File: src/common/pss_pkg.sv
package pss_pkg;
  // register byte addresses
  localparam logic [7:0] ADDR_SUMMARY   = 8'h40;  // printed offset 0x10, index times four
  localparam logic [7:0] ADDR_SRC_READ  = 8'h44;
  localparam logic [7:0] ADDR_IRQ_STAT  = 8'h48;
  localparam logic [7:0] ADDR_IRQ_CLR   = 8'h4C;
  localparam logic [7:0] ADDR_IRQ_EN    = 8'h50;
  localparam logic [7:0] ADDR_CTRL      = 8'h54;
  localparam int SUMMARY_INDEX = 16;
  // summary bit positions
  localparam int B_RSVD     = 15;
  localparam int B_XOVER    = 14;
  localparam int B_RXERR    = 13;
  localparam int B_POL      = 12;
  localparam int B_FCAR     = 11;
  localparam int B_SIGDET   = 10;
  localparam int B_DLOCK    = 9;
  localparam int B_PAGE     = 8;
  localparam int B_IRQ      = 7;
  localparam int B_RFAULT   = 6;
  localparam int B_JABBER   = 5;
  localparam int B_ANDONE   = 4;
  localparam int B_LOOP     = 3;
  localparam int B_DUPLEX   = 2;
  localparam int B_SPEED    = 1;
  localparam int B_LINK     = 0;
  // source-read strobe bits (write 1 to emulate a read of that register)
  localparam int S_RXCNT    = 0;
  localparam int S_FCCNT    = 1;
  localparam int S_TENB     = 2;
  localparam int S_ANEXP    = 3;
  localparam int S_ISR      = 4;
  localparam int S_BASIC_MODE_STATUS     = 5;
  // control bits
  localparam int C_XEN      = 0;
  localparam int C_XFORCE   = 1;
  localparam int C_ANEN     = 2;
  localparam int C_FDUP     = 3;
  localparam int C_F10      = 4;
  localparam logic [4:0] CTRL_RESET = 5'h05;
  // event/interrupt bits
  localparam int NEV        = 4;
  localparam int E_RXERR    = 0;
  localparam int E_FCAR     = 1;
  localparam int E_PAGE     = 2;
  localparam int E_RFAULT   = 3;
  localparam logic [15:0] SUMMARY_RESET = 16'h0000;
  localparam logic [1:0] SYNC_RESET = 2'h0;

  typedef struct packed {
    logic xover_live;
    logic rx_error;
    logic polarity_inv;
    logic false_carrier;
    logic signal_detect;
    logic descr_lock;
    logic page_rx;
    logic int_event;
    logic remote_fault;
    logic jabber;
    logic an_complete;
    logic loopback;
    logic an_duplex;
    logic an_speed10;
    logic link;
  } pss_stat_s;
endpackage : pss_pkg

File: src/rtl/pss_sync.sv
`timescale 1ns/100ps
module pss_sync
(
  input  wire logic i_clk,
  input  wire logic i_rst_b,
  input  wire logic i_d,
  output logic      o_q
);
  logic [1:0] stage;
  logic [1:0] next_stage;

  always_comb
  begin
    next_stage = {stage[0], i_d};
  end

  always_ff @(posedge i_clk)
  begin
    if (!i_rst_b)
      stage <= pss_pkg::SYNC_RESET;
    else
      stage <= next_stage;
  end

  assign o_q = stage[1];
endmodule : pss_sync

File: src/rtl/pss_latch_bit.sv
`timescale 1ns/100ps
module pss_latch_bit
(
  input  wire logic i_clk,
  input  wire logic i_rst_b,
  input  wire logic i_set,
  input  wire logic i_clr,
  output logic      o_q
);
  logic q;
  logic next_q;

  // set wins over a clear in the same cycle so no event is lost
  always_comb
  begin
    next_q = q;
    if (i_clr)
      next_q = 1'b0;
    if (i_set)
      next_q = 1'b1;
  end

  always_ff @(posedge i_clk)
  begin
    if (!i_rst_b)
      q <= 1'b0;
    else
      q <= next_q;
  end

  assign o_q = q;
endmodule : pss_latch_bit

File: src/rtl/pss_top.sv
`timescale 1ns/100ps
// Functional notes
// - bit 15 reads zero, writes ignored
// - bit 14: 1 pairs swapped, 0 normal
// - crossover bit follows enable/force; live update when auto and unforced
// - bit 13 latches receive error until receive error counter read
// - bit 12 latches polarity flag, cleared by tenbase status read only
// - bit 11 latches false carrier until false carrier counter read
// - bit 10 signal detect latched low until summary read
// - bit 9 descrambler lock latched low until summary read
// - bit 8 page received, cleared by expansion register read only
// - bit 7 interrupt pending, cleared by interrupt status read
// - jabber mirrors basic status, not cleared by summary read
// - autoneg complete flag 1 when finished
// - loopback flag 1 while loopback enabled
// - bit 2 duplex, from autoneg or forced setting
// - bit 1 speed, 1 for 10 Mb/s, from autoneg or forced
// - bit 0 mirrors link, not cleared by summary read
module pss_top
(
  input  wire logic              i_clk,
  input  wire logic              i_rst_b,
  input  wire logic              i_psel,
  input  wire logic              i_penable,
  input  wire logic              i_pwrite,
  input  wire logic [7:0]        i_paddr,
  input  wire logic [31:0]       i_pwdata,
  output logic      [31:0]       o_prdata,
  output logic                   o_pready,
  output logic                   o_pslverr,
  input  wire pss_pkg::pss_stat_s i_stat,
  output logic                   o_irq
);
  pss_pkg::pss_stat_s st;
  logic [14:0] raw;
  logic [14:0] syn;

  // status pins come from other clock domains of the phy
  assign raw = i_stat;
  for (genvar g = 0; g < 15; g++)
  begin : g_sync
    pss_sync u_sync (.i_clk(i_clk), .i_rst_b(i_rst_b), .i_d(raw[g]), .o_q(syn[g]));
  end
  assign st = syn;

  logic acc;
  logic wr;
  logic rd;
  assign acc = i_psel && i_penable;
  assign wr  = acc && i_pwrite;
  assign rd  = acc && !i_pwrite;

  logic [5:0] src_rd;
  assign src_rd = (wr && i_paddr == pss_pkg::ADDR_SRC_READ) ? i_pwdata[5:0] : 6'h00;
  logic sum_rd;
  assign sum_rd = rd && i_paddr == pss_pkg::ADDR_SUMMARY;

  // edge detect on event inputs
  logic rxe_d;
  logic fc_d;
  logic pg_d;
  logic rf_d;
  logic ie_d;
  logic next_rxe_d;
  logic next_fc_d;
  logic next_pg_d;
  logic next_rf_d;
  logic next_ie_d;
  always_comb
  begin
    next_rxe_d = st.rx_error;
    next_fc_d  = st.false_carrier;
    next_pg_d  = st.page_rx;
    next_rf_d  = st.remote_fault;
    next_ie_d  = st.int_event;
  end
  always_ff @(posedge i_clk)
  begin
    if (!i_rst_b)
    begin
      rxe_d <= 1'b0;
      fc_d  <= 1'b0;
      pg_d  <= 1'b0;
      rf_d  <= 1'b0;
      ie_d  <= 1'b0;
    end
    else
    begin
      rxe_d <= next_rxe_d;
      fc_d  <= next_fc_d;
      pg_d  <= next_pg_d;
      rf_d  <= next_rf_d;
      ie_d  <= next_ie_d;
    end
  end

  logic rxe_ev;
  logic fc_ev;
  logic pg_ev;
  logic rf_ev;
  logic ie_ev;
  assign rxe_ev = st.rx_error && !rxe_d;
  assign fc_ev  = st.false_carrier && !fc_d;
  assign pg_ev  = st.page_rx && !pg_d;
  assign rf_ev  = st.remote_fault && !rf_d;
  assign ie_ev  = st.int_event && !ie_d;

  logic rxerr_q;
  logic fcar_q;
  logic page_q;
  logic irq_q;
  logic rfault_q;
  pss_latch_bit u_rxerr (.i_clk(i_clk), .i_rst_b(i_rst_b), .i_set(rxe_ev),
    .i_clr(src_rd[pss_pkg::S_RXCNT]), .o_q(rxerr_q));
  pss_latch_bit u_fcar (.i_clk(i_clk), .i_rst_b(i_rst_b), .i_set(fc_ev),
    .i_clr(src_rd[pss_pkg::S_FCCNT]), .o_q(fcar_q));
  pss_latch_bit u_page (.i_clk(i_clk), .i_rst_b(i_rst_b), .i_set(pg_ev),
    .i_clr(src_rd[pss_pkg::S_ANEXP]), .o_q(page_q));
  pss_latch_bit u_irq (.i_clk(i_clk), .i_rst_b(i_rst_b), .i_set(ie_ev),
    .i_clr(src_rd[pss_pkg::S_ISR]), .o_q(irq_q));
  pss_latch_bit u_rflt (.i_clk(i_clk), .i_rst_b(i_rst_b), .i_set(rf_ev),
    .i_clr(src_rd[pss_pkg::S_BASIC_MODE_STATUS]), .o_q(rfault_q));

  // polarity held until tenbase status read
  logic pol_q;
  logic next_pol_q;
  always_comb
  begin
    next_pol_q = pol_q;
    if (src_rd[pss_pkg::S_TENB])
      next_pol_q = 1'b0;
    if (st.polarity_inv)
      next_pol_q = 1'b1;
  end

  // latched-low: a loss holds zero until the summary register is read
  logic sd_q;
  logic dl_q;
  logic next_sd_q;
  logic next_dl_q;
  always_comb
  begin
    next_sd_q = sum_rd ? 1'b1 : sd_q;
    next_dl_q = sum_rd ? 1'b1 : dl_q;
    if (!st.signal_detect)
      next_sd_q = 1'b0;
    if (!st.descr_lock)
      next_dl_q = 1'b0;
  end

  // control: crossover and forced mode settings, interrupt enable and status
  logic [4:0] ctrl;
  logic [4:0] next_ctrl;
  logic [3:0] irq_en;
  logic [3:0] next_irq_en;
  logic [3:0] irq_st;
  logic [3:0] next_irq_st;
  logic [3:0] ev_vec;
  assign ev_vec = {rf_ev, pg_ev, fc_ev, rxe_ev};
  always_comb
  begin
    next_ctrl   = ctrl;
    next_irq_en = irq_en;
    if (wr && i_paddr == pss_pkg::ADDR_CTRL)
      next_ctrl = i_pwdata[4:0];
    if (wr && i_paddr == pss_pkg::ADDR_IRQ_EN)
      next_irq_en = i_pwdata[3:0];
    next_irq_st = irq_st;
    if (wr && i_paddr == pss_pkg::ADDR_IRQ_CLR)
      next_irq_st = irq_st & ~i_pwdata[3:0];
    next_irq_st = next_irq_st | ev_vec;
  end

  logic xover;
  logic duplex;
  logic speed10;
  always_comb
  begin
    if (ctrl[pss_pkg::C_XFORCE])
      xover = 1'b1;
    else if (ctrl[pss_pkg::C_XEN])
      xover = st.xover_live;
    else
      xover = 1'b0;
    if (ctrl[pss_pkg::C_ANEN])
    begin
      duplex  = st.an_duplex;
      speed10 = st.an_speed10;
    end
    else
    begin
      duplex  = ctrl[pss_pkg::C_FDUP];
      speed10 = ctrl[pss_pkg::C_F10];
    end
  end

  logic [15:0] summary;
  always_comb
  begin
    summary = pss_pkg::SUMMARY_RESET;
    summary[pss_pkg::B_RSVD]   = 1'b0;
    summary[pss_pkg::B_XOVER]  = xover;
    summary[pss_pkg::B_RXERR]  = rxerr_q;
    summary[pss_pkg::B_POL]    = pol_q;
    summary[pss_pkg::B_FCAR]   = fcar_q;
    summary[pss_pkg::B_SIGDET] = sd_q;
    summary[pss_pkg::B_DLOCK]  = dl_q;
    summary[pss_pkg::B_PAGE]   = page_q;
    summary[pss_pkg::B_IRQ]    = irq_q;
    summary[pss_pkg::B_RFAULT] = rfault_q;
    summary[pss_pkg::B_JABBER] = st.jabber;
    summary[pss_pkg::B_ANDONE] = st.an_complete;
    summary[pss_pkg::B_LOOP]   = st.loopback;
    summary[pss_pkg::B_DUPLEX] = duplex;
    summary[pss_pkg::B_SPEED]  = speed10;
    summary[pss_pkg::B_LINK]   = st.link;
  end

  // apb: one wait-free access phase, read data registered
  logic [31:0] next_prdata;
  logic        next_pslverr;
  logic        next_irq;
  always_comb
  begin
    next_prdata  = 32'h0000_0000;
    next_pslverr = 1'b0;
    if (i_psel && !i_penable)
    begin
      if (i_paddr == pss_pkg::ADDR_SUMMARY)
        next_prdata = {16'h0000, summary};
      else if (i_paddr == pss_pkg::ADDR_IRQ_STAT)
        next_prdata = {28'h0000000, irq_st};
      else if (i_paddr == pss_pkg::ADDR_IRQ_EN)
        next_prdata = {28'h0000000, irq_en};
      else if (i_paddr == pss_pkg::ADDR_CTRL)
        next_prdata = {27'h0000000, ctrl};
      else if (i_paddr == pss_pkg::ADDR_SRC_READ || i_paddr == pss_pkg::ADDR_IRQ_CLR)
        next_prdata = 32'h0000_0000;
      else
        next_pslverr = 1'b1;
    end
    next_irq = |(next_irq_st & next_irq_en);
  end

  always_ff @(posedge i_clk)
  begin
    if (!i_rst_b)
    begin
      pol_q     <= 1'b0;
      sd_q      <= 1'b0;
      dl_q      <= 1'b0;
      ctrl      <= pss_pkg::CTRL_RESET;
      irq_en    <= 4'h0;
      irq_st    <= 4'h0;
      o_prdata  <= 32'h0000_0000;
      o_pslverr <= 1'b0;
      o_pready  <= 1'b0;
      o_irq     <= 1'b0;
    end
    else
    begin
      pol_q     <= next_pol_q;
      sd_q      <= next_sd_q;
      dl_q      <= next_dl_q;
      ctrl      <= next_ctrl;
      irq_en    <= next_irq_en;
      irq_st    <= next_irq_st;
      o_prdata  <= next_prdata;
      o_pslverr <= next_pslverr;
      o_pready  <= i_psel && !i_penable;
      o_irq     <= next_irq;
    end
  end
endmodule : pss_top

File: config.mk
export PLATFORM = sky130hd
export DESIGN_NAME = pss_top
export DESIGN_NICKNAME = d
export VERILOG_FILES = /design/src/common/pss_pkg.sv /design/src/rtl/pss_sync.sv /design/src/rtl/pss_latch_bit.sv /design/src/rtl/pss_top.sv
export SDC_FILE = /design/constraint.sdc
export NUM_CORES = 1
export LEC_CHECK = 0
export ABC_CLOCK_PERIOD_IN_PS = 1780
export BUFFER_PORTS_ARGS = -buffer_cell sky130_fd_sc_hd__buf_2
export CORE_MARGIN = 5
export CORE_UTILIZATION = 44
export CTS_CLUSTER_SIZE = 12
export DETAILED_ROUTE_END_ITERATION = 8
export PLACE_DENSITY = 0.74
export SLEW_MARGIN = 20
export SYNTH_ARGS = -nofsm -noshare
export SYNTH_HDL_FRONTEND = slang
export SYNTH_SLANG_ARGS = --single-unit
File: constraint.sdc
create_clock -name i_clk -period 1.78 [get_ports i_clk]
set_clock_uncertainty 0.05 [all_clocks]
set_input_delay 0.089 -clock i_clk [delete_from_list [all_inputs] [get_ports i_clk]]
set_output_delay 0.089 -clock i_clk [all_outputs]
set_load 0.005 [all_outputs]
## Word level (Yosys, flattened, before mapping)

Index checks and enable logic that the tools add are counted.

| storage, ports and cells | value |
|---|---|
| input port bits | 60 |
| register bits | 91 |

| operators by class | value |
|---|---|
| bitwise gates (word level) | 6 |
| muxes and demuxes | 24 |
| equal/unequal tests | 6 |
| reductions and logical operators | 34 |

Operator list:

| kind | number |
|---|---|
| $eq A8 B7 Y1 const B | 6 |
| $mux W1 | 17 |
| $mux W15 | 1 |
| $mux W5 | 3 |
| $logic_and A1 B1 Y1 | 14 |
| $reduce_bool A2 Y1 | 6 |
| $and A4 B4 Y4 | 2 |
| $mux W4 | 2 |
| $logic_not A1 Y1 | 7 |
| $mux W6 | 1 |
| $reduce_and A2 Y1 | 3 |
| $reduce_or A6 Y1 | 1 |
| $reduce_or A5 Y1 | 1 |
| $not A4 Y4 | 1 |
| $or A4 B4 Y4 | 1 |
| $reduce_or A4 Y1 | 1 |
| $not A1 Y1 | 2 |
| $logic_or A1 B1 Y1 | 1 |

## Depth between registers and ports, before layout

| depth | value |
|---|---|
| word-level depth | 7 |
| mapped depth | 6 |
| mapped depth without buffers | 4 |

## Modules after synthesis

From an unflattened synthesis, not the netlist that was laid out.

| unflattened totals | value |
|---|---|
| cell total of the unflattened synthesis | 254 |
| area, all modules | 2722.6 µm² |

Modules (own cells, without submodules):

| module | area an instance (µm²) | cells an instance | times used |
|---|---|---|---|
| pss_top | 1727.9 | 179 | 1 |
| pss_sync | 52.6 | 4 | 15 |
| pss_latch_bit | 41.3 | 3 | 5 |

## Worst setup path before layout

Ideal clock, no wire load.

| path | value |
|---|---|
| path type | in2reg |
| start | input i_paddr[7] |
| end | register o_irq |
| path buffers | 1 |
| stages on the path | 5 |
| data required time | 1605 ps |
| setup slack | -11 ps |
| data arrival time | 1616 ps |
| cells stage by stage | or4b_1 -> buf_2 -> o41ai_1 -> a22oi_1 -> o41a_1 |

| between the ends | value |
|---|---|
| longest elaborated chain between the ends | 6 |

RTL lines:

| what | line | text |
|---|---|---|
| start: declaration | pss_top.sv:26 | `input wire logic [7:0] i_paddr,` |
| $eq A8 B7 Y1 | pss_top.sv:169 | `if (wr && i_paddr == pss_pkg::ADDR_IRQ_CLR)` |
| $logic_and A1 B1 Y1 | pss_top.sv:169 |  |
| $mux W4 | pss_top.sv:169 |  |
| $or A4 B4 Y4 | pss_top.sv:171 | `next_irq_st = next_irq_st \| ev_vec;` |
| $and A4 B4 Y4 (*) | pss_top.sv:242 | `next_irq = \|(next_irq_st & next_irq_en);` |
| $reduce_or A4 Y1 (*) | pss_top.sv:242 |  |
| end signal: assignment | pss_top.sv:271 | `o_irq <= next_irq;` |
| end: declaration | pss_top.sv:32 | `output logic o_irq` |

Every way passes the cells marked *; elsewhere a longest branch is shown, timed or not.
A chain may end at the register's enable or synchronous reset.

## Worst setup path after layout

Same ends and word-level chain as after synthesis.

==> results by stage <==
Synthesis:
- The cell area that synthesis handed to floorplanning was 2720 sq um.
- For this run, the leading register cell type out of synthesis is sky130_fd_sc_hd__dfxtp_1.
- The mux share of post-synthesis cell area is 0.783%.
- After Yosys synthesis, full adders, half adders and majority gates account for 0% of the synthesized area.
- The dominant combinational cell family by area after synthesis is simple AND/OR/NAND/NOR gates.
- The count of flip-flops with a built-in enable after synthesis is 0.
- Summing the areas of all compound-gate instances in the mapped netlist gives 13.8% of the synthesized area.
- The proportion of synthesized flip-flops having asynchronous set or reset is 0%.
- After Yosys synthesis, and, or, nand and nor cells account for 22.8% of the synthesized area.
- Synthesis instantiated 42 different standard cells from the library.
- The post-synthesis share of cell area spent on xor and xnor gates is 0%.
- Synthesis produced 270 cells.
- Sequential elements use roughly 55% of the synthesized area.
- Dividing the synthesized area by the synthesized cell count gives just over 10 sq um.
- The synthesis-stage register bit count is 74.
- The Yosys warning count is 0.

Run:
- Max-cap violations in this run came to 0.

Floorplan:
- From left edge to right edge, the die measures roughly 89 um.
- The chip height is 88.6 um.
- The starting utilization of the core area is a little under half.
- The count of boundary I/O pins is 95.
- The floorplan has 28 rows.
- The floorplan step defined a die boundary enclosing 7840 sq um.
- The area of the core region is 5960 sq um.

Place:
- The wire-length estimate of the detail-placed layout is 4440 um.
- In this run the cell area measured after placement is between 3000 and 4000 sq um.
- The global placement routability congestion is 0.902.
- In this run the tool buffered the top-level ports with slightly above 50 buffer cells.
- The worst setup slack after placement is -234 ps.

Route:
- Wires add up to 6090 um.
- In the routed design, unresolved DRC markers number 0.
- Summing over every cut layer, the via total after detailed routing is 2119.
- The first detailed-routing pass ran for 5 iterations.
- The first-iteration detailed-routing DRC count is about 160.
- The average vias per placed instance is around 5.
- The per-cell routed wire length is 14.1 um.
- The number of nets still failing antenna checks after routing is 0.

Finish:
- The core utilization of the finished layout is around three fifths.
- The final instance area is 3500 sq um.
- Compared with the post-synthesis result, the final layout area differs by 28.9%.
- The final-stage net count is 413.
- The post-route netlist has between 20% and 30% of its cells at a drive strength greater than 1.
- The number of diodes is 0.

STA:
- The final count of pins violating max slew is 0.
- Subtracting the final worst setup slack from the clock period gives about 1700 ps.
- Setup slack on the critical path of the routed design comes to 99.3 ps.
- The hold violation count in the final report was 0.
- The number of endpoints failing setup at the final stage is 0.
- Dividing the final minimum period by the clock period gives between 90% and 100%.
- Setup repair after global routing left no endpoint under its margin.
- Timing would allow up to between 500 and 600 MHz.
- Setup total negative slack on the finished layout was measured at 0 ps.

Critical path:
- Data arrives at the worst endpoint at 1860 ps.
- By startpoint and endpoint, the worst setup path is classified as input pin to flip-flop.
- The critical path goes through buf_2 > or4b_1 > o41ai_1 > a22oi_1 > o41a_1.
- The buffers plus inverters on the worst setup path is 1.
- The largest single stage delay on the critical path is 630 ps.
- The kind of cell adding the most delay to the critical path is compound AO/OA/AOI/OAI gates.
- Of all nets on the critical path, the largest fanout is 5.
- STA classifies the critical path startpoint as an input pin.
- The slowest stage of the critical path belongs to the cell sky130_fd_sc_hd__or4b_1.
- STA classifies the critical path endpoint as a flip-flop.
- The required time at the worst-slack endpoint is 1960 ps.

Pwr:
- The areal power density over the cells is 979 nW/um^2.
- The total power after layout is 0.00343 W.
- The worst ir drop on vdd is 0.662 mV.
- In this run the static leakage power is 1.54 nW.

CTS:
- TritonCTS built the clock tree.
- The tree is rooted in a sky130_fd_sc_hd__clkbuf_8.
- The number of clock buffers added by TritonCTS is 9.
- Clock-pin slew was measured on the worst setup and hold paths at 70 ps.
- Post-CTS timing repair inserted 0 buffers for setup.
- The clock drives 74 sinks.
- The buffer levels on the longest clock path is 2.
- The clock latency on the worst-skew pair is 340 ps.
- The H-tree was split into 3 levels.

Status:
- The run finished with clean final reports.

Global routing:
- The global-route wire length before repair is 9750 um.
- Global routing used 16.7% of the available tracks across all layers.
- Entering global routing, the biggest net connects 58 pins.
- The total overflow left after global routing is 0.
- The initial antenna violation count is 0.
- The via count of the first global-routing pass is 2014.

Hold path:
- The class of the tightest hold or removal check is input pin to flip-flop.
[stage by stage]
stage	hold slack (ps)	cells
finish	27.9	433
global placement	246	400
CTS	9.69	433
global route	34.6	433
detailed placement	247	400
floorplan	166	286
[routing by layer]
metal,vias up,global-route usage (%),wire (um)
met5,-,0,0
met1,966,22.0,2790
li1,1077,-,-
met3,10,4.28,373
met4,0,9.62,112
met2,66,24.9,2820
[cell usage after synthesis, types with 6 or more instances]
master,count,share of area (%)
sky130_fd_sc_hd__a21boi_0,14,3.9
sky130_fd_sc_hd__nand4_1,8,1.8
sky130_fd_sc_hd__and2_1,38,8.8
sky130_fd_sc_hd__nor4_1,6,1.4
sky130_fd_sc_hd__nor3_1,10,1.8
sky130_fd_sc_hd__nand2_1,8,1.1
sky130_fd_sc_hd__dfxtp_1,74,55
sky130_fd_sc_hd__nand3_1,6,1.1
sky130_fd_sc_hd__inv_1,8,1.1
sky130_fd_sc_hd__buf_4,17,4.7
sky130_fd_sc_hd__clkbuf_1,12,1.7
sky130_fd_sc_hd__and3_1,8,1.8
[kinds of logic after synthesis]
group	count (synthesis)
AO/OA/AOI/OAI	49
buffers and inverters	40
flip-flops	74
multiplexers	2
other	1
AND/OR/NAND/NOR	104
[area by class of cell]
type / count / area [sq um]
clock buffers: 11 / 151
flip-flops and latches: 74 / 1480
multi-input cells: 172 / 1080
well taps: 75 / 93.8
inverters: 8 / 30.0
fillers: 516 / 2450
clock inverters: 5 / 85.1
repair buffers: 88 / 576
[cells in the final DEF (no fill, tap or decap), drive strengths merged, types with 2 or more instances in the layout]
master	Yosys	final
nand2b	5	5
buf	20	71
dlygate4sd3	0	17
o21ai	4	4
nor2	5	5
o211ai	2	2
conb	1	17
and3	8	8
dfxtp	74	74
or3	2	2
o211a	2	2
clkbuf	12	11
nand2	8	8
nor4	6	6
o21a	4	4
nor2b	2	2
and2	38	38
a22oi	4	4
o31ai	4	4
inv	8	9
nor3	10	10
nand3	6	6
a21boi	14	14
o41ai	4	4
nand4	8	8
a21oi	4	4
bufinv	0	2
[state kept, by name, indices dropped and copies added, names as in the netlist, 4 cells and up]
signal,cells
o_prdata,15
irq_st,4
g_sync.u_sync.stage,30
ctrl,5
irq_en,4
[worst min-delay path, cell delays in order]
cell,delay (ps)
sky130_fd_sc_hd__buf_2,110
sky130_fd_sc_hd__nand4_1,80
sky130_fd_sc_hd__a21boi_0,80
[power breakdown]
group	leakage, nW	switching [W]	internal [W]
clock	0.116	0.000618	0.000873
combinational	0.819	0.000106	0.000113
sequential	0.605	0.0000146	0.00170
[worst paths after layout]
| path | depth (start not counted) | startpoint | slack, ps | end |
|---|---|---|---|---|
| min | 3 | i_pwdata[0] | 30 | irq_en[0] |
| max reg2reg | 3 | irq_st[1] | 630 | o_irq |
| max | 5 | i_paddr[7] | 100 | o_irq |
| min reg2reg | 1 | g_sync[5].u_sync.stage[0] | 380 | g_sync[5].u_sync.stage[1] |
[what timing repair did]
action	4_1_cts	5_1_grt
hold endpoints to repair	17	0
resized for setup	0	0
hold buffers	17	0
Note: power is estimated with default switching activity, not from simulation.
